[config.mk]
export PLATFORM = sky130hd
export DESIGN_NAME = adc_sequencer
export DESIGN_NICKNAME = d
export VERILOG_FILES = /design/src/hw/adc_seq_pkg.sv /design/src/hw/adc_sequencer.sv
export SDC_FILE = /design/constraint.sdc
export NUM_CORES = 1
export LEC_CHECK = 0
export BUFFER_PORTS_ARGS = -buffer_cell sky130_fd_sc_hd__buf_4
export CORE_AREA = 2 2 88 111
export CTS_BUF_LIST = sky130_fd_sc_hd__clkbuf_8
export DETAILED_ROUTE_END_ITERATION = 7
export DIE_AREA = 0 0 90 113
export GPL_TIMING_DRIVEN = 0
export PLACE_DENSITY = 0.81
export SYNTH_ARGS = -nofsm -noshare
export SYNTH_HDL_FRONTEND = slang
export SYNTH_SLANG_ARGS = --single-unit
[constraint.sdc]
create_clock -name aclk -period 6.6 [get_ports aclk]
set_input_delay 0.33 -clock aclk [delete_from_list [all_inputs] [get_ports aclk]]
set_output_delay 0.33 -clock aclk [all_outputs]
set_load 0.02 [all_outputs]
[src/hw/adc_seq_pkg.sv]
/*
 * Constants and types shared by the converter sequencer: register map,
 * field positions, reset values, timing counts and the carrier structs.
 * Assumes a 100 MHz system clock on aclk.
 */
package adc_seq_pkg;

	// Register byte addresses on the AXI4-Lite port
	localparam logic [7:0] ADDR_CONV_CONTROL_A = 8'h00;
	localparam logic [7:0] ADDR_CONV_CONTROL_B = 8'h04;
	localparam logic [7:0] ADDR_CONV_CONTROL_C = 8'h08;
	localparam logic [7:0] ADDR_RESULT_HIGH = 8'h0C;
	localparam logic [7:0] ADDR_RESULT_LOW = 8'h10;
	localparam logic [7:0] ADDR_IRQ_STATUS = 8'h14;

	// Field positions in conv_control_a
	localparam int POS_ENABLE = 0;
	localparam int POS_GO = 1;
	localparam int POS_CHANNEL = 2;
	// Field positions in conv_control_b
	localparam int POS_PIN_CONFIG = 0;
	localparam int POS_VREF_NEG_EXT = 4;
	localparam int POS_VREF_POS_EXT = 5;
	// Field positions in conv_control_c
	localparam int POS_CLOCK_SEL = 0;
	localparam int POS_ACQ_SEL = 3;
	localparam int POS_RIGHT_JUSTIFY = 7;
	// Field position in the interrupt status register
	localparam int POS_IRQ_FLAG = 0;

	// Reset values
	localparam logic [7:0] RESET_CONTROL_A = 8'h00;
	localparam logic [7:0] RESET_CONTROL_B = 8'h00;
	localparam logic [7:0] RESET_CONTROL_C = 8'h00;

	// Writable bit masks, unimplemented bits read as zero
	localparam logic [7:0] MASK_CONTROL_A = 8'h3F;
	localparam logic [7:0] MASK_CONTROL_B = 8'h3F;
	localparam logic [7:0] MASK_CONTROL_C = 8'hBF;

	// Converter geometry
	localparam int RESULT_BITS = 10;
	localparam int CONVERT_TADS = 11;
	localparam int GAP_TADS = 2;
	localparam int ANALOG_PINS = 13;
	localparam logic [9:0] SAR_FIRST_TRIAL = 10'h200;
	// Acquisition length in conversion-clock periods, by acquisition_time_sel
	localparam logic [4:0] ACQ_TADS [8] = '{5'h00, 5'h02, 5'h04, 5'h06, 5'h08, 5'h0C, 5'h10, 5'h14};
	// Divider terminal count by conv_clock_sel; the RC codes never use the divider
	localparam logic [5:0] DIV_LAST [8] = '{6'h01, 6'h07, 6'h1F, 6'h01, 6'h03, 6'h0F, 6'h3F, 6'h01};

	// Delay before an RC-clocked conversion, one instruction cycle
	localparam int CLOCK_PERIOD_NS = 10;
	localparam int SLEEP_DELAY_NS = 40;
	localparam int SLEEP_DELAY_CYCLES = (SLEEP_DELAY_NS + CLOCK_PERIOD_NS - 1) / CLOCK_PERIOD_NS;

	// AXI responses
	localparam logic [1:0] RESP_OKAY = 2'b00;
	localparam logic [1:0] RESP_SLVERR = 2'b10;

	// Sequencer phases
	typedef enum logic [2:0] {
		PH_OFF,
		PH_SAMPLE,
		PH_RC_WAIT,
		PH_ACQUIRE,
		PH_CONVERT,
		PH_GAP
	} phase_type;

	// Signals presented to the analog front end
	typedef struct packed {
		logic sample_connect;
		logic [3:0] channel;
		logic [9:0] dac_code;
		logic vref_pos_ext;
		logic vref_neg_ext;
		logic [ANALOG_PINS-1:0] analog_pin_mask;
	} analog_out_type;

endpackage : adc_seq_pkg

[src/hw/adc_sequencer.sv]
/*
 * Sequencer for a 10-bit successive-approximation converter with an
 * AXI4-Lite register port. Assumes a comparator on the analog side that
 * reports whether the held sample is at or above the DAC trial code,
 * and an RC oscillator tick that arrives synchronous to aclk.
 */
// The register addresses and register access over AXI4-Lite are this design's own decisions.
`timescale 1ns/1ps
`default_nettype none

// Rules for this block and for the software that drives it
// RULE1: Reset restores registers, stops module, aborts conversion
// RULE2: Completion loads results, clears go, sets flag
// RULE3: Power-on reset leaves result registers untouched
// RULE4: Zero acquisition field: go starts conversion at once
// RULE5: Nonzero field: sample programmed periods, then convert
// RULE6: Sampling resumes after each completed conversion
// RULE7: Go stays set through acquisition and conversion
// RULE8: Two conversion-clock periods idle before next acquisition
// RULE9: Software picks RC clock for sleep operation
// RULE10: RC clock adds delay before conversion starts
// RULE11: Reference select: supply rails or external pins
// RULE12: Conversion start disconnects holding capacitor
// RULE13: Successive approximation yields ten-bit code
// RULE14: Software polls go or awaits flag
// RULE15: Software allows acquisition time after channel change
// RULE16: Each shared pin analog or digital individually; here one 4-bit code k makes the pins below 15-k analog
// RULE17: Software sets analog pin directions to input
// RULE18: Software configures everything before switching on
// RULE19: Software clears flag, enables interrupts, then starts
// RULE20: Conversion takes eleven conversion-clock periods
// RULE21: Clearing go aborts, results keep old value
// RULE22: Seven conversion clock choices including RC
// RULE23: Acquisition counter loaded from three-bit field
module adc_sequencer (
	input wire logic aclk,
	input wire logic aresetn,
	input wire logic awvalid,
	output logic awready,
	input wire logic [7:0] awaddr,
	input wire logic wvalid,
	output logic wready,
	input wire logic [31:0] wdata,
	input wire logic [3:0] wstrb,
	output logic bvalid,
	input wire logic bready,
	output logic [1:0] bresp,
	input wire logic arvalid,
	output logic arready,
	input wire logic [7:0] araddr,
	output logic rvalid,
	input wire logic rready,
	output logic [31:0] rdata,
	output logic [1:0] rresp,
	input wire logic rc_tick,
	input wire logic cmp_high,
	output adc_seq_pkg::analog_out_type analog_out,
	output logic conv_irq_flag
);
	import adc_seq_pkg::*;

	// Whole module state in one record
	typedef struct packed {
		phase_type phase;
		logic [5:0] div_cnt;
		logic [4:0] wait_cnt;
		logic [3:0] step;
		logic [9:0] sar;
		logic [7:0] conv_control_a;
		logic [7:0] conv_control_b;
		logic [7:0] conv_control_c;
		logic [7:0] result_high;
		logic [7:0] result_low;
		logic irq_flag;
		logic bvalid;
		logic [1:0] bresp;
		logic rvalid;
		logic [31:0] rdata;
		logic [1:0] rresp;
	} state_type;

	state_type st; // Registered state
	state_type next_st; // Next state

	// Decoded register fields
	logic enable;
	logic go;
	logic [2:0] clock_sel;
	logic [2:0] acq_sel;
	logic rc_selected;
	logic tad_tick; // One-cycle pulse per conversion-clock period
	logic write_hit; // Write address and data both offered
	logic [9:0] trial_bit; // Bit currently being resolved

	assign enable = st.conv_control_a[POS_ENABLE];
	assign go = st.conv_control_a[POS_GO];
	assign clock_sel = st.conv_control_c[POS_CLOCK_SEL +: 3];
	assign acq_sel = st.conv_control_c[POS_ACQ_SEL +: 3];
	assign rc_selected = clock_sel[1] & clock_sel[0]; // x11 picks RC [RULE22]
	assign trial_bit = SAR_FIRST_TRIAL >> st.step;

	// Conversion clock: RC tick or a pulse from the divider
	always_comb begin
		if (rc_selected) begin
			tad_tick = rc_tick; // [RULE22]
		end else begin
			tad_tick = (st.div_cnt == DIV_LAST[clock_sel]); // Divide by 2 to 64 [RULE22]
		end
	end

	// Both write channels are taken together, one write at a time
	assign write_hit = awvalid & wvalid & ~st.bvalid;
	assign awready = write_hit;
	assign wready = write_hit;
	assign arready = ~st.rvalid;

	// Next-state logic: bus, registers and sequencer
	always_comb begin
		logic start_now;
		logic [4:0] acq_n;
		next_st = st;
		start_now = 1'b0;
		acq_n = ACQ_TADS[acq_sel]; // [RULE23]

		// Divider runs only while the module is on
		if (st.phase == PH_OFF || tad_tick || rc_selected) begin
			next_st.div_cnt = 6'h00;
		end else begin
			next_st.div_cnt = st.div_cnt + 6'h01;
		end

		// Response handshakes complete
		if (st.bvalid && bready) begin
			next_st.bvalid = 1'b0;
		end
		if (st.rvalid && rready) begin
			next_st.rvalid = 1'b0;
		end

		// Register write, low byte lane only
		if (write_hit) begin
			next_st.bvalid = 1'b1;
			next_st.bresp = RESP_OKAY;
			if (wstrb[0]) begin
				unique case (awaddr)
					ADDR_CONV_CONTROL_A: next_st.conv_control_a = wdata[7:0] & MASK_CONTROL_A;
					ADDR_CONV_CONTROL_B: next_st.conv_control_b = wdata[7:0] & MASK_CONTROL_B;
					ADDR_CONV_CONTROL_C: next_st.conv_control_c = wdata[7:0] & MASK_CONTROL_C;
					ADDR_RESULT_HIGH: next_st.result_high = wdata[7:0];
					ADDR_RESULT_LOW: next_st.result_low = wdata[7:0];
					ADDR_IRQ_STATUS: next_st.irq_flag = wdata[POS_IRQ_FLAG];
					default: next_st.bresp = RESP_SLVERR;
				endcase
			end else if (!(awaddr inside {ADDR_CONV_CONTROL_A, ADDR_CONV_CONTROL_B,
					ADDR_CONV_CONTROL_C, ADDR_RESULT_HIGH, ADDR_RESULT_LOW, ADDR_IRQ_STATUS})) begin
				next_st.bresp = RESP_SLVERR;
			end
		end

		// Register read; go reads back the live phase [RULE7] [RULE14]
		if (arvalid && !st.rvalid) begin
			next_st.rvalid = 1'b1;
			next_st.rresp = RESP_OKAY;
			next_st.rdata = 32'h0000_0000;
			unique case (araddr)
				ADDR_CONV_CONTROL_A: next_st.rdata[7:0] = st.conv_control_a;
				ADDR_CONV_CONTROL_B: next_st.rdata[7:0] = st.conv_control_b;
				ADDR_CONV_CONTROL_C: next_st.rdata[7:0] = st.conv_control_c;
				ADDR_RESULT_HIGH: next_st.rdata[7:0] = st.result_high;
				ADDR_RESULT_LOW: next_st.rdata[7:0] = st.result_low;
				ADDR_IRQ_STATUS: next_st.rdata[POS_IRQ_FLAG] = st.irq_flag;
				default: next_st.rresp = RESP_SLVERR;
			endcase
		end

		// Sequencer; PH_OFF sees the freshly written enable, PH_SAMPLE the registered go
		unique case (st.phase)
			PH_OFF: begin
				if (next_st.conv_control_a[POS_ENABLE]) begin
					next_st.phase = PH_SAMPLE;
				end
			end
			PH_SAMPLE: begin
				if (go) begin
					if (rc_selected) begin
						next_st.phase = PH_RC_WAIT; // Lets sleep be entered first [RULE10]
						next_st.wait_cnt = 5'h00;
					end else begin
						start_now = 1'b1;
					end
				end
			end
			PH_RC_WAIT: begin
				if (st.wait_cnt == 5'(SLEEP_DELAY_CYCLES - 1)) begin
					start_now = 1'b1; // [RULE10]
				end else begin
					next_st.wait_cnt = st.wait_cnt + 5'h01;
				end
			end
			PH_ACQUIRE: begin
				// Count programmed periods, go remains set meanwhile [RULE5] [RULE7] [RULE23]
				if (tad_tick) begin
					if (st.wait_cnt == 5'h01) begin
						next_st.phase = PH_CONVERT; // [RULE5] [RULE23]
						next_st.sar = SAR_FIRST_TRIAL;
						next_st.step = 4'h0;
					end else begin
						next_st.wait_cnt = st.wait_cnt - 5'h01;
					end
				end
			end
			PH_CONVERT: begin
				if (tad_tick) begin
					if (st.step < 4'(RESULT_BITS)) begin
						// Keep or drop the trial bit, then try the next lower one [RULE13]
						if (!cmp_high) begin
							next_st.sar = st.sar & ~trial_bit;
						end
						next_st.sar = next_st.sar | (trial_bit >> 1);
						next_st.step = st.step + 4'h1;
					end else begin
						// Eleventh period: finish and publish [RULE20] [RULE2]
						if (st.conv_control_c[POS_RIGHT_JUSTIFY]) begin
							next_st.result_high = {6'h00, st.sar[9:8]};
							next_st.result_low = st.sar[7:0];
						end else begin
							next_st.result_high = st.sar[9:2];
							next_st.result_low = {st.sar[1:0], 6'h00};
						end
						next_st.conv_control_a[POS_GO] = 1'b0; // [RULE2]
						next_st.irq_flag = 1'b1; // Set wins over a same-cycle clear [RULE2]
						next_st.phase = PH_GAP;
						next_st.wait_cnt = 5'(GAP_TADS);
					end
				end
			end
			PH_GAP: begin
				// Idle gap, then sampling restarts by itself [RULE8] [RULE6]
				if (tad_tick) begin
					if (st.wait_cnt == 5'h01) begin
						next_st.phase = PH_SAMPLE; // [RULE6]
					end else begin
						next_st.wait_cnt = st.wait_cnt - 5'h01; // [RULE8]
					end
				end
			end
		endcase

		// Start: straight to conversion or through acquisition [RULE4] [RULE5]
		if (start_now) begin
			if (acq_n == 5'h00) begin
				next_st.phase = PH_CONVERT; // [RULE4]
				next_st.sar = SAR_FIRST_TRIAL;
				next_st.step = 4'h0;
			end else begin
				next_st.phase = PH_ACQUIRE; // [RULE5] [RULE23]
				next_st.wait_cnt = acq_n;
			end
		end

		// Software clearing go aborts; results stay as they were [RULE21] [RULE8]
		if (st.phase inside {PH_RC_WAIT, PH_ACQUIRE, PH_CONVERT} &&
				!next_st.conv_control_a[POS_GO] && !(st.phase == PH_CONVERT &&
				tad_tick && st.step == 4'(RESULT_BITS))) begin
			next_st.phase = PH_GAP; // [RULE21]
			next_st.wait_cnt = 5'(GAP_TADS);
			next_st.result_high = st.result_high;
			next_st.result_low = st.result_low;
		end

		// Switching the module off forces PH_OFF and clears go
		if (!next_st.conv_control_a[POS_ENABLE]) begin
			next_st.phase = PH_OFF;
			next_st.conv_control_a[POS_GO] = 1'b0;
		end

		// Reset: everything to defaults except the results [RULE1] [RULE3]
		if (!aresetn) begin
			next_st.phase = PH_OFF; // [RULE1]
			next_st.div_cnt = 6'h00;
			next_st.wait_cnt = 5'h00;
			next_st.step = 4'h0;
			next_st.sar = 10'h000;
			next_st.conv_control_a = RESET_CONTROL_A;
			next_st.conv_control_b = RESET_CONTROL_B;
			next_st.conv_control_c = RESET_CONTROL_C;
			next_st.result_high = st.result_high; // Left alone [RULE3]
			next_st.result_low = st.result_low; // [RULE3]
			next_st.irq_flag = 1'b0;
			next_st.bvalid = 1'b0;
			next_st.bresp = RESP_OKAY;
			next_st.rvalid = 1'b0;
			next_st.rdata = 32'h0000_0000;
			next_st.rresp = RESP_OKAY;
		end
	end

	// Single state register; reset is folded into next_st
	always_ff @(posedge aclk) begin
		st <= next_st;
	end

	// Front-end drive; the whole record comes from one process, so one driver
	always_comb begin
		logic [3:0] cfg;
		cfg = st.conv_control_b[POS_PIN_CONFIG +: 4];
		// Capacitor leaves the pin once conversion starts [RULE12]
		analog_out.sample_connect = (st.phase == PH_SAMPLE) ||
			(st.phase == PH_RC_WAIT) || (st.phase == PH_ACQUIRE); // [RULE12]
		analog_out.channel = st.conv_control_a[POS_CHANNEL +: 4];
		analog_out.dac_code = st.sar; // [RULE13]
		analog_out.vref_pos_ext = st.conv_control_b[POS_VREF_POS_EXT]; // [RULE11]
		analog_out.vref_neg_ext = st.conv_control_b[POS_VREF_NEG_EXT]; // [RULE11]
		// Analog pin split: code k leaves pins below 15-k analog [RULE16]
		for (int i = 0; i < ANALOG_PINS; i++) begin
			analog_out.analog_pin_mask[i] = (i < (15 - int'(cfg))); // [RULE16]
		end
	end
	assign conv_irq_flag = st.irq_flag;

	// Bus outputs straight from the state register
	assign bvalid = st.bvalid;
	assign bresp = st.bresp;
	assign rvalid = st.rvalid;
	assign rdata = st.rdata;
	assign rresp = st.rresp;

endmodule : adc_sequencer

`default_nettype wire

==> flow_metrics.py, run 1 <==
metrics = {
    "outcome": {
        "status": "finished, final reports clean",
    },
    "setup_path": {
        "cp_max_fo": 16,
        "r2r_slack_ns": 3.31,
        "ff2ff_path_depth": 9,
        "regToRegEndpoint": "st[43]",
        "start_kind": "flop",
        "crit_required_ns": 6.60,
        "worstPathArrival_ns": 3.30,
        "slowest_delay_ns": 0.48,
        "worst-path-buf-inv": 2,
        "crit_start": "clock_sel[0]",
        "critical-path-slowest-cell": "inv_1",
        "critPathTopFamily": "compound AO/OA/AOI/OAI gates",
        "criticalPathCategory": "flop to flop",
        "worst_path_most_repeated_cell": "inv_1",
        "path_cells": "inv_1, ha_1, xnor2_1, o32ai_2, o2111ai_1, a21boi_2, o21ai_2, nand2_1, inv_1",
        "crit-reg2reg-launch": "clock_sel[0]",
        "endpoint_kind": "flop",
    },
    "floorplan": {
        "initial_core_util": 0.5379,
        "die_x_um": 90,
        "placementRows": 39,
        "die-area_mm2": 0.01017,
        "io_pins": 133,
        "fp.coreArea_mm2": 0.009076,
        "die_h_um": 113,
    },
    "cts": {
        "cts-root-buf": "clkbuf_8",
        "clkTransAtPathRegs_ns": 0.07,
        "cts_resized": 0,
        "cts.sinks": 76,
        "clock_path_buffers": 2,
        "post_cts_buffers": 0,
        "cts.htree.levels": 3,
        "cts_made_buffers": 9,
        "clk_latency_ns": 0.36,
        "cts_tree": "built",
        "hold_buffers": 0,
    },
    "yosys": {
        "ys_ff_latch": 76,
        "synthCells": 580,
        "ys_seq_area_frac": 0.3444,
        "syn_avg_cell_area_um2": 8.418,
        "synth_enable_flop_cells": 16,
        "synthDistinctLibCells": 68,
        "async_flop_share": 0,
        "synth_warnings": 0,
        "syn-cell-area_mm2": 0.004882,
        "synthFlopType": "dfxtp_1",
    },
    "detailed_routing": {
        "avgViaCountPerCell": 5.612,
        "drt_iter0_drc": 321,
        "wl_per_cell_um": 16.08,
        "vias": 4619,
        "drt-total-wl_um": 13230,
        "drc": 0,
        "firstDrtPassIters": 8,
        "ant_nets": 0,
    },
    "pwr": {
        "ir_worst_vdd_mv": 0.1013,
        "switching_share": 0.2516,
        "p_int_w": 0.0006980,
        "power.leakage_nw": 2.528,
        "combPwrFrac": 0.108,
        "switching_power_w": 0.0002347,
        "p_seq_frac": 0.525,
        "clockPowerShare": 0.367,
        "pwr_density_cell_mw_per_mm2": 158.0,
    },
    "placed_design": {
        "place.gp.congestion": 0.9286,
        "io_buffers": 79,
        "placed_area_mm2": 0.005723,
        "hpwl_um": 10140,
        "dp_slack_ns": 3.344,
        "placedCellCount": 807,
    },
    "global_route": {
        "grt_pass1_wl_um": 20840,
        "antenna_found_initial": 0,
        "grt_max_degree": 17,
        "grt_usage": 0.2547,
        "overflow": 0,
        "grt_pass1_vias": 4300,
    },
    "sta": {
        "setup_slack_ns": 3.306,
        "period_needed_ns": 3.294,
        "fmax_mhz": 303.6,
        "drv_slew": 0,
        "hold_viol": 0,
        "fin_setup_tns_ns": 0,
        "slew_headroom": 0.4998,
        "worstMarginPinSlew_ns": 0.7453,
        "finalSetupViolations": 0,
        "fin_skew_ns": 0.008174,
        "grt_setup_unrepaired": "false",
        "finalCritPeriodShare": 0.4991,
    },
    "cells_and_area": {
        "regArea_mm2": 0.001682,
        "layout_commonest_cell": "buf_4",
        "final_cell_mix": "buf_4 (133), dfxtp_1 (60), nor2_1 (53)",
        "nFillCells": 822,
        "multi_input_area_mm2": 0.002696,
        "diodes": 0,
        "stdcell_count": 823,
        "finalInstanceArea_mm2": 0.005902,
        "final_nets": 769,
        "synthToLayoutAreaGrowth_pct": 20.89,
        "drive_above_1_share": 0.2314,
    },
    "min_path": {
        "hold_start": "rready",
        "holdPathEnd": "rvalid",
        "whs_path_depth": 2,
        "holdCritPathClass": "input port to flop",
    },
    "run": {
        "cap_violations": 0,
    },
}
==> how the worst max path moves through the flow <==
stage | end | slack [ns] | cells past startpoint
5_1_grt | st[43] | 3.06 | 9
4_1_cts | st[43] | 3.32 | 9
3_5_place_dp | st[46] | 3.34 | 9
2_1_floorplan | st[39] | 3.96 | 9
3_3_place_gp | st[45] | 3.37 | 9
6_report | st[43] | 3.31 | 9
==> power groups by stage <==
stage	Clock, W	Combinational [W]	Sequential, W
after floorplan	0	0.0000606	0.000500
after global placement	0	0.0000977	0.000500
after detailed placement	0	0.0000990	0.000501
after CTS	0.000346	0.0000994	0.000490
after global routing	0.000363	0.000108	0.000491
final	0.000342	0.000101	0.000490
==> layout make-up <==
type,count,area share
clock buffer,9,0.02099
inverter,18,0.01145
sequential,76,0.2849
multi-input combinational,425,0.4569
tap,123,0.02608
buffer,86,0.08989
timing repair buffer,79,0.1005
clock inverter,7,0.009328
==> logic make-up after synthesis <==
kind of cell    synth area share
mux                      0.09431
buf+inv                   0.1225
xor+xnor                 0.02153
compound gates            0.1927
flops                     0.3444
other cells            0.0007681
fa+ha+maj                0.03537
simple gates              0.1884
==> synthesized netlist by cell type (all sizes together) (14+ instances only) <==
cell type / n / area (um2)
a31oi: 14 / 87.58
o21ai: 41 / 209.0
dfxtp: 60 / 1201
nor3: 15 / 75.07
nand3: 24 / 120.1
nand2: 33 / 123.9
nor2: 53 / 198.9
mux2i: 37 / 370.4
clkbuf: 27 / 102.6
buf: 59 / 427.9
edfxtp: 16 / 480.5
inv: 17 / 63.81
a21oi: 38 / 190.2
==> worst register-to-register path: cells and delay by family (launching register included) <==
family          cells  cell delay (ns)
simple gates        1             0.22
xor+xnor            1             0.26
buf+inv             2             0.59
flops               1             0.36
fa+ha+maj           1             0.38
compound gates      4             1.13
==> registers in the layout, summed over array words and instances, names as in the netlist <==
register,cells
acq_sel,3
analog_out,16
bresp,1
bvalid,1
clock_sel,3
conv_irq_flag,1
enable,1
go,1
rdata,8
rresp,1
rvalid,1
st,39
==> per-layer routing <==
| metal | GRT usage | wire [um] |
|---|---|---|
| met5 | 0 | 0 |
| met3 | 0.05659 | 901 |
| met2 | 0.4556 | 6625 |
| met1 | 0.2768 | 5184 |
| met4 | 0.1487 | 520 |
==> metrics by stage <==
stage                     hold slack, ns  total power (W)    util
final                             0.1493        0.0009327  0.6503
after global routing              0.1546        0.0009619  0.6503
after CTS                         0.1397        0.0009349  0.6503
after detailed placement          0.4787        0.0005995  0.6305
after global placement            0.4749        0.0005978  0.6305
after floorplan                   0.4290        0.0005603       -
(Power assumes the default switching activity.)
==> inputs of run 2 (changes only) <==
==> constraint.sdc (replaced) <==
create_clock -name aclk -period 3.4 [get_ports aclk]
set_input_delay 0.17 -clock aclk [delete_from_list [all_inputs] [get_ports aclk]]
set_output_delay 0.17 -clock aclk [all_outputs]
set_load 0.02 [all_outputs]
==> flow_metrics.py, run 2 (synthesized netlist as in run 1, its figures left out) <==
metrics = {
    "detailed_routing": {
        "ant_nets": 0,
        "drt_iter0_drc": 358,
        "drt-total-wl_um": 13360,
        "wl_per_cell_um": 16.21,
        "avgViaCountPerCell": 5.654,
        "firstDrtPassIters": 7,
        "drc": 0,
        "vias": 4659,
    },
    "sta": {
        "period_needed_ns": 3.196,
        "drv_slew": 0,
        "finalCritPeriodShare": 0.9399,
        "grt_setup_unrepaired": "false",
        "fmax_mhz": 312.9,
        "finalSetupViolations": 0,
        "slew_headroom": 0.5062,
        "fin_setup_tns_ns": 0,
        "fin_skew_ns": 0.008462,
        "hold_viol": 0,
        "worstMarginPinSlew_ns": 0.7358,
    },
    "global_route": {
        "grt_max_degree": 17,
        "grtUsageMet2": 0.4596,
        "overflow": 0,
        "grt_use_met1": 0.2772,
        "grt_pass1_wl_um": 20930,
        "antenna_found_initial": 0,
        "grt_usage": 0.2560,
        "grt_pass1_vias": 4310,
        "grtUsageMet3": 0.05659,
        "top_usage_layer": "met2",
    },
    "floorplan": {
        "fp.coreArea_mm2": 0.009076,
        "die_h_um": 113,
        "die-area_mm2": 0.01017,
        "die_x_um": 90,
        "placementRows": 39,
        "initial_core_util": 0.5379,
        "io_pins": 133,
    },
    "cells_and_area": {
        "synthToLayoutAreaGrowth_pct": 21.17,
        "diodes": 0,
        "final_cell_mix": "buf_4 (133), dfxtp_1 (60), nor2_1 (53)",
        "layout_commonest_cell": "buf_4",
        "largest_reg_flops": 39,
        "top_register": "st",
        "stdcell_count": 824,
        "drive_above_1_share": 0.2325,
        "final_nets": 770,
    },
    "min_path": {
        "holdCritPathClass": "input port to flop",
    },
    "cts": {
        "cts-root-buf": "clkbuf_8",
        "cts.htree.levels": 3,
        "cts_made_buffers": 9,
        "cts.sinks": 76,
        "clock_path_buffers": 2,
        "clkTransAtPathRegs_ns": 0.08,
        "cts_tree": "built",
        "clk_latency_ns": 0.36,
    },
    "setup_path": {
        "slowest_delay_ns": 0.45,
        "endpoint_kind": "flop",
        "worstPathArrival_ns": 3.22,
        "cp_max_fo": 16,
        "critPathTopFamily": "compound AO/OA/AOI/OAI gates",
        "worst-path-buf-inv": 2,
        "criticalPathCategory": "flop to flop",
        "path_cells": "inv_1, ha_1, or3b_1, o32ai_2, o2111ai_1, a21boi_2, o21ai_2, nand2_1, clkinvlp_4",
        "start_kind": "flop",
        "critical-path-slowest-cell": "a21boi_2",
        "crit_required_ns": 3.43,
    },
    "pwr": {
        "power.leakage_nw": 2.527,
        "pwr_density_cell_mw_per_mm2": 306.3,
        "ir_worst_vdd_mv": 0.1963,
        "p_total_w": 0.001812,
    },
    "outcome": {
        "status": "finished, final reports clean",
    },
    "placed_design": {
        "io_buffers": 79,
        "hpwl_um": 10140,
        "place.gp.congestion": 0.9286,
        "placedCellCount": 807,
    },
    "run": {
        "cap_violations": 0,
    },
}
==> run 2: power breakdown <==
part	leakage (nW)	internal, W	total, W	switching [W]
combinational	1.78	0.0000894	0.000198	0.000108
clock	0.108	0.000326	0.000663	0.000337
sequential	0.642	0.000940	0.000951	0.0000109
total	2.53	0.00136	0.00181	0.000456
==> run 2: metrics by stage <==
step	hold WS, ns	area [um2]	utilization	setup slack [ns]
3_3_place_gp	0.3560	5723	0.6305	0.1680
3_5_place_dp	0.3645	5723	0.6305	0.1441
5_1_grt	0.09081	5916	0.6518	0.002357
6_report	0.06977	5916	0.6518	0.2043
4_1_cts	0.06342	5912	0.6514	0.1225
2_1_floorplan	0.2690	4976	-	0.7585
==> run 2: area by class of cell <==
cell class              instances  area [um2]
clock buffers                   9       123.9
multi-input cells             425        2696
well taps                     123       153.9
flip-flops and latches         76        1682
fillers                       819        3161
clock inverters                 7       55.05
inverters                      18       71.32
repair buffers                 80       603.1
plain buffers                  86       530.5
==> run 2: worst paths after layout <==
path	depth (start not counted)	end	slack [ns]	startpoint
worst max register to register	9	st[43]	0.20	clock_sel[0]
worst max-delay path	9	st[43]	0.20	clock_sel[0]
worst min register to register	2	rdata[6]	0.49	rdata[6]
worst min-delay path	3	st[62]	0.07	wdata[7]
==> run 2: worst register-to-register path, cell delays in order, from the launching register on <==
cell and delay, ns:
dfxtp_1 0.36, inv_1 0.11, ha_1 0.25, or3b_1 0.40
o32ai_2 0.17, o2111ai_1 0.29, a21boi_2 0.45, o21ai_2 0.22
nand2_1 0.26, clkinvlp_4 0.36
==> run 2: per-layer routing <==
| layer | wire [um] | vias to the layer above |
|---|---|---|
| met5 | 0 | - |
| met4 | 531 | 0 |
| met3 | 918 | 44 |
| met2 | 6681 | 232 |
| met1 | 5226 | 2127 |
| li1 | - | 2256 |
==> run 2: timing repair <==
action                                  4_1_cts  5_1_grt
hold buffers                                  1        0
buffers inserted                              0        0
endpoints found under the setup margin        0       16
endpoints found under the hold margin         1        0
gates resized for setup                       0        1
==> inputs of run 3 (changes only) <==
--- a/config.mk
+++ b/config.mk
@@ -6,12 +6,11 @@
 export NUM_CORES = 1
 export LEC_CHECK = 0
 export BUFFER_PORTS_ARGS = -buffer_cell sky130_fd_sc_hd__buf_4
-export CORE_AREA = 2 2 88 111
+export CORE_AREA = 5 5 112 141
 export CTS_BUF_LIST = sky130_fd_sc_hd__clkbuf_8
 export DETAILED_ROUTE_END_ITERATION = 7
-export DIE_AREA = 0 0 90 113
+export DIE_AREA = 0 0 117 146
 export GPL_TIMING_DRIVEN = 0
-export PLACE_DENSITY = 0.81
 export SYNTH_ARGS = -nofsm -noshare
 export SYNTH_HDL_FRONTEND = slang
 export SYNTH_SLANG_ARGS = --single-unit
==> constraint.sdc (replaced) <==
create_clock -name aclk -period 3.4 [get_ports aclk]
set_input_delay 0.17 -clock aclk [delete_from_list [all_inputs] [get_ports aclk]]
set_output_delay 0.17 -clock aclk [all_outputs]
set_load 0.1 [all_outputs]
==> flow_metrics.py, run 3 (synthesized netlist as in run 1, its figures left out) <==
metrics = {
    "pwr": {
        "power.leakage_nw": 2.539,
        "ir_worst_vdd_mv": 0.2527,
        "pwr_density_cell_mw_per_mm2": 351.9,
    },
    "detailed_routing": {
        "ant_nets": 0,
        "wl_met2_um": 7565,
        "wl_per_cell_um": 16.68,
        "drt-total-wl_um": 14660,
        "firstDrtPassIters": 6,
        "drc": 0,
        "vias": 4557,
        "avgViaCountPerCell": 5.184,
        "met3WireLength_um": 847,
        "drt_iter0_drc": 275,
        "topRoutingLayerUsed": "met4",
        "wl_met1_um": 5877,
    },
    "cts": {
        "clkTransAtPathRegs_ns": 0.08,
        "cts_tree": "built",
        "cts.sinks": 76,
        "clk_latency_ns": 0.35,
        "cts-root-buf": "clkbuf_8",
        "cts.htree.levels": 3,
        "cts_made_buffers": 9,
        "clock_path_buffers": 2,
    },
    "placed_design": {
        "placed_area_mm2": 0.005799,
        "placedCellCount": 862,
        "place.gp.congestion": 0.9321,
        "io_buffers": 79,
        "dp_slack_ns": -0.005031,
        "hpwl_um": 11360,
    },
    "cells_and_area": {
        "final_nets": 770,
        "drive_above_1_share": 0.2368,
        "synthToLayoutAreaGrowth_pct": 24.06,
        "regArea_mm2": 0.001682,
        "layout_commonest_cell": "buf_4",
        "final_cell_mix": "buf_4 (133), dfxtp_1 (60), nor2_1 (52)",
        "stdcell_count": 879,
        "finalInstanceArea_mm2": 0.006057,
        "top_register": "st",
        "multi_input_area_mm2": 0.002718,
        "nFillCells": 1447,
        "largest_reg_flops": 39,
        "diodes": 0,
    },
    "global_route": {
        "grt_usage": 0.1698,
        "overflow": 0,
        "grt_pass1_vias": 4577,
        "antenna_found_initial": 0,
        "grt_pass1_wl_um": 23110,
        "grt_max_degree": 17,
    },
    "setup_path": {
        "r2r_slack_ns": 0.31,
        "criticalPathCategory": "flop to flop",
        "slowest_delay_ns": 0.38,
        "critPathTopFamily": "compound AO/OA/AOI/OAI gates",
        "crit_end": "st[54]",
        "path_cells": "inv_1, ha_1, xnor2_1, o32ai_2, o2111ai_2, a21boi_4, o21ai_2, nand2_1, clkinvlp_4",
        "critical-path-slowest-cell": "ha_1",
        "ff2ff_path_depth": 9,
        "crit-reg2reg-launch": "clock_sel[0]",
        "cp_max_fo": 16,
        "worstPathArrival_ns": 3.08,
        "regToRegEndpoint": "st[54]",
        "endpoint_kind": "flop",
        "crit_required_ns": 3.39,
        "crit_start": "clock_sel[0]",
        "start_kind": "flop",
        "critical_path_depth": 9,
        "worst-path-buf-inv": 2,
    },
    "floorplan": {
        "fp.coreArea_mm2": 0.01422,
        "die-area_mm2": 0.01708,
        "io_pins": 133,
        "initial_core_util": 0.3432,
        "die_h_um": 146,
        "placementRows": 49,
        "die_x_um": 117,
    },
    "sta": {
        "hold_viol": 0,
        "grt_setup_unrepaired": "false",
        "finalCritPeriodShare": 0.9077,
        "period_needed_ns": 3.086,
        "finalSetupViolations": 0,
        "worstMarginPinSlew_ns": 0.8658,
        "setup_slack_ns": 0.3140,
        "fin_skew_ns": 0.01088,
        "slew_headroom": 0.4189,
        "drv_slew": 0,
        "fmax_mhz": 324.0,
    },
    "min_path": {
        "holdCritPathClass": "input port to flop",
    },
    "run": {
        "cap_violations": 0,
    },
    "outcome": {
        "status": "finished, final reports clean",
    },
}
-- run 3: worst min path at each step --
| stage | start | to | slack, ns | depth (start not counted) |
|---|---|---|---|---|
| 3_3_place_gp | rready | rvalid | 0.36 | 2 |
| 5_1_grt | wdata[7] | st[62] | 0.09 | 3 |
| 6_report | wdata[7] | st[62] | 0.08 | 3 |
| 2_1_floorplan | rready | rvalid | 0.27 | 1 |
| 4_1_cts | wdata[7] | st[62] | 0.06 | 3 |
| 3_5_place_dp | rready | rvalid | 0.37 | 2 |
-- run 3: layout make-up --
| type | instances | area share |
|---|---|---|
| Tap cell | 178 | 0.03677 |
| Clock inverter | 7 | 0.01756 |
| Sequential cell | 76 | 0.2776 |
| Inverter | 18 | 0.01177 |
| Timing Repair Buffer | 80 | 0.09957 |
| Buffer | 86 | 0.08759 |
| Multi-Input combinational cell | 425 | 0.4487 |
| Clock buffer | 9 | 0.02045 |
-- run 3: worst register-to-register path: stages (launching register included) --
cell        delay [ns]
dfxtp_1           0.35
inv_1             0.11
ha_1              0.38
xnor2_1           0.16
o32ai_2           0.31
o2111ai_2         0.27
a21boi_4          0.34
o21ai_2           0.20
nand2_1           0.23
clkinvlp_4        0.38
-- run 3: where the power goes --
group	total, W	switching (W)	internal [W]	leakage, nW
clock network	0.000816	0.000336	0.000479	0.119
logic	0.000365	0.000274	0.0000906	1.78
registers	0.000951	0.0000110	0.000940	0.642
total	0.00213	0.000622	0.00151	2.54
-- run 3: through the flow --
stage	hold slack (ns)	power [W]	setup TNS, ns	utilization
2_1_floorplan	0.2690	0.001254	0	-
3_3_place_gp	0.3597	0.001331	0	0.4077
3_5_place_dp	0.3684	0.001334	-0.05858	0.4077
4_1_cts	0.06121	0.002150	0	0.4249
5_1_grt	0.09417	0.002217	0	0.4258
6_report	0.07637	0.002132	0	0.4258
-- run 3: repair_timing --
item	CTS	global route
setup endpoints to repair	16	16
buffers inserted	0	0
resized for setup	1	2
pin swaps	0	1
hold endpoints to repair	1	0
hold buffers	1	0
-- run 3: routing by layer --
metal	GRT usage	vias to the layer above
met5	0	-
met4	0.07573	0
met3	0.02995	21
met2	0.3004	152
met1	0.1947	2132
li1	-	2252
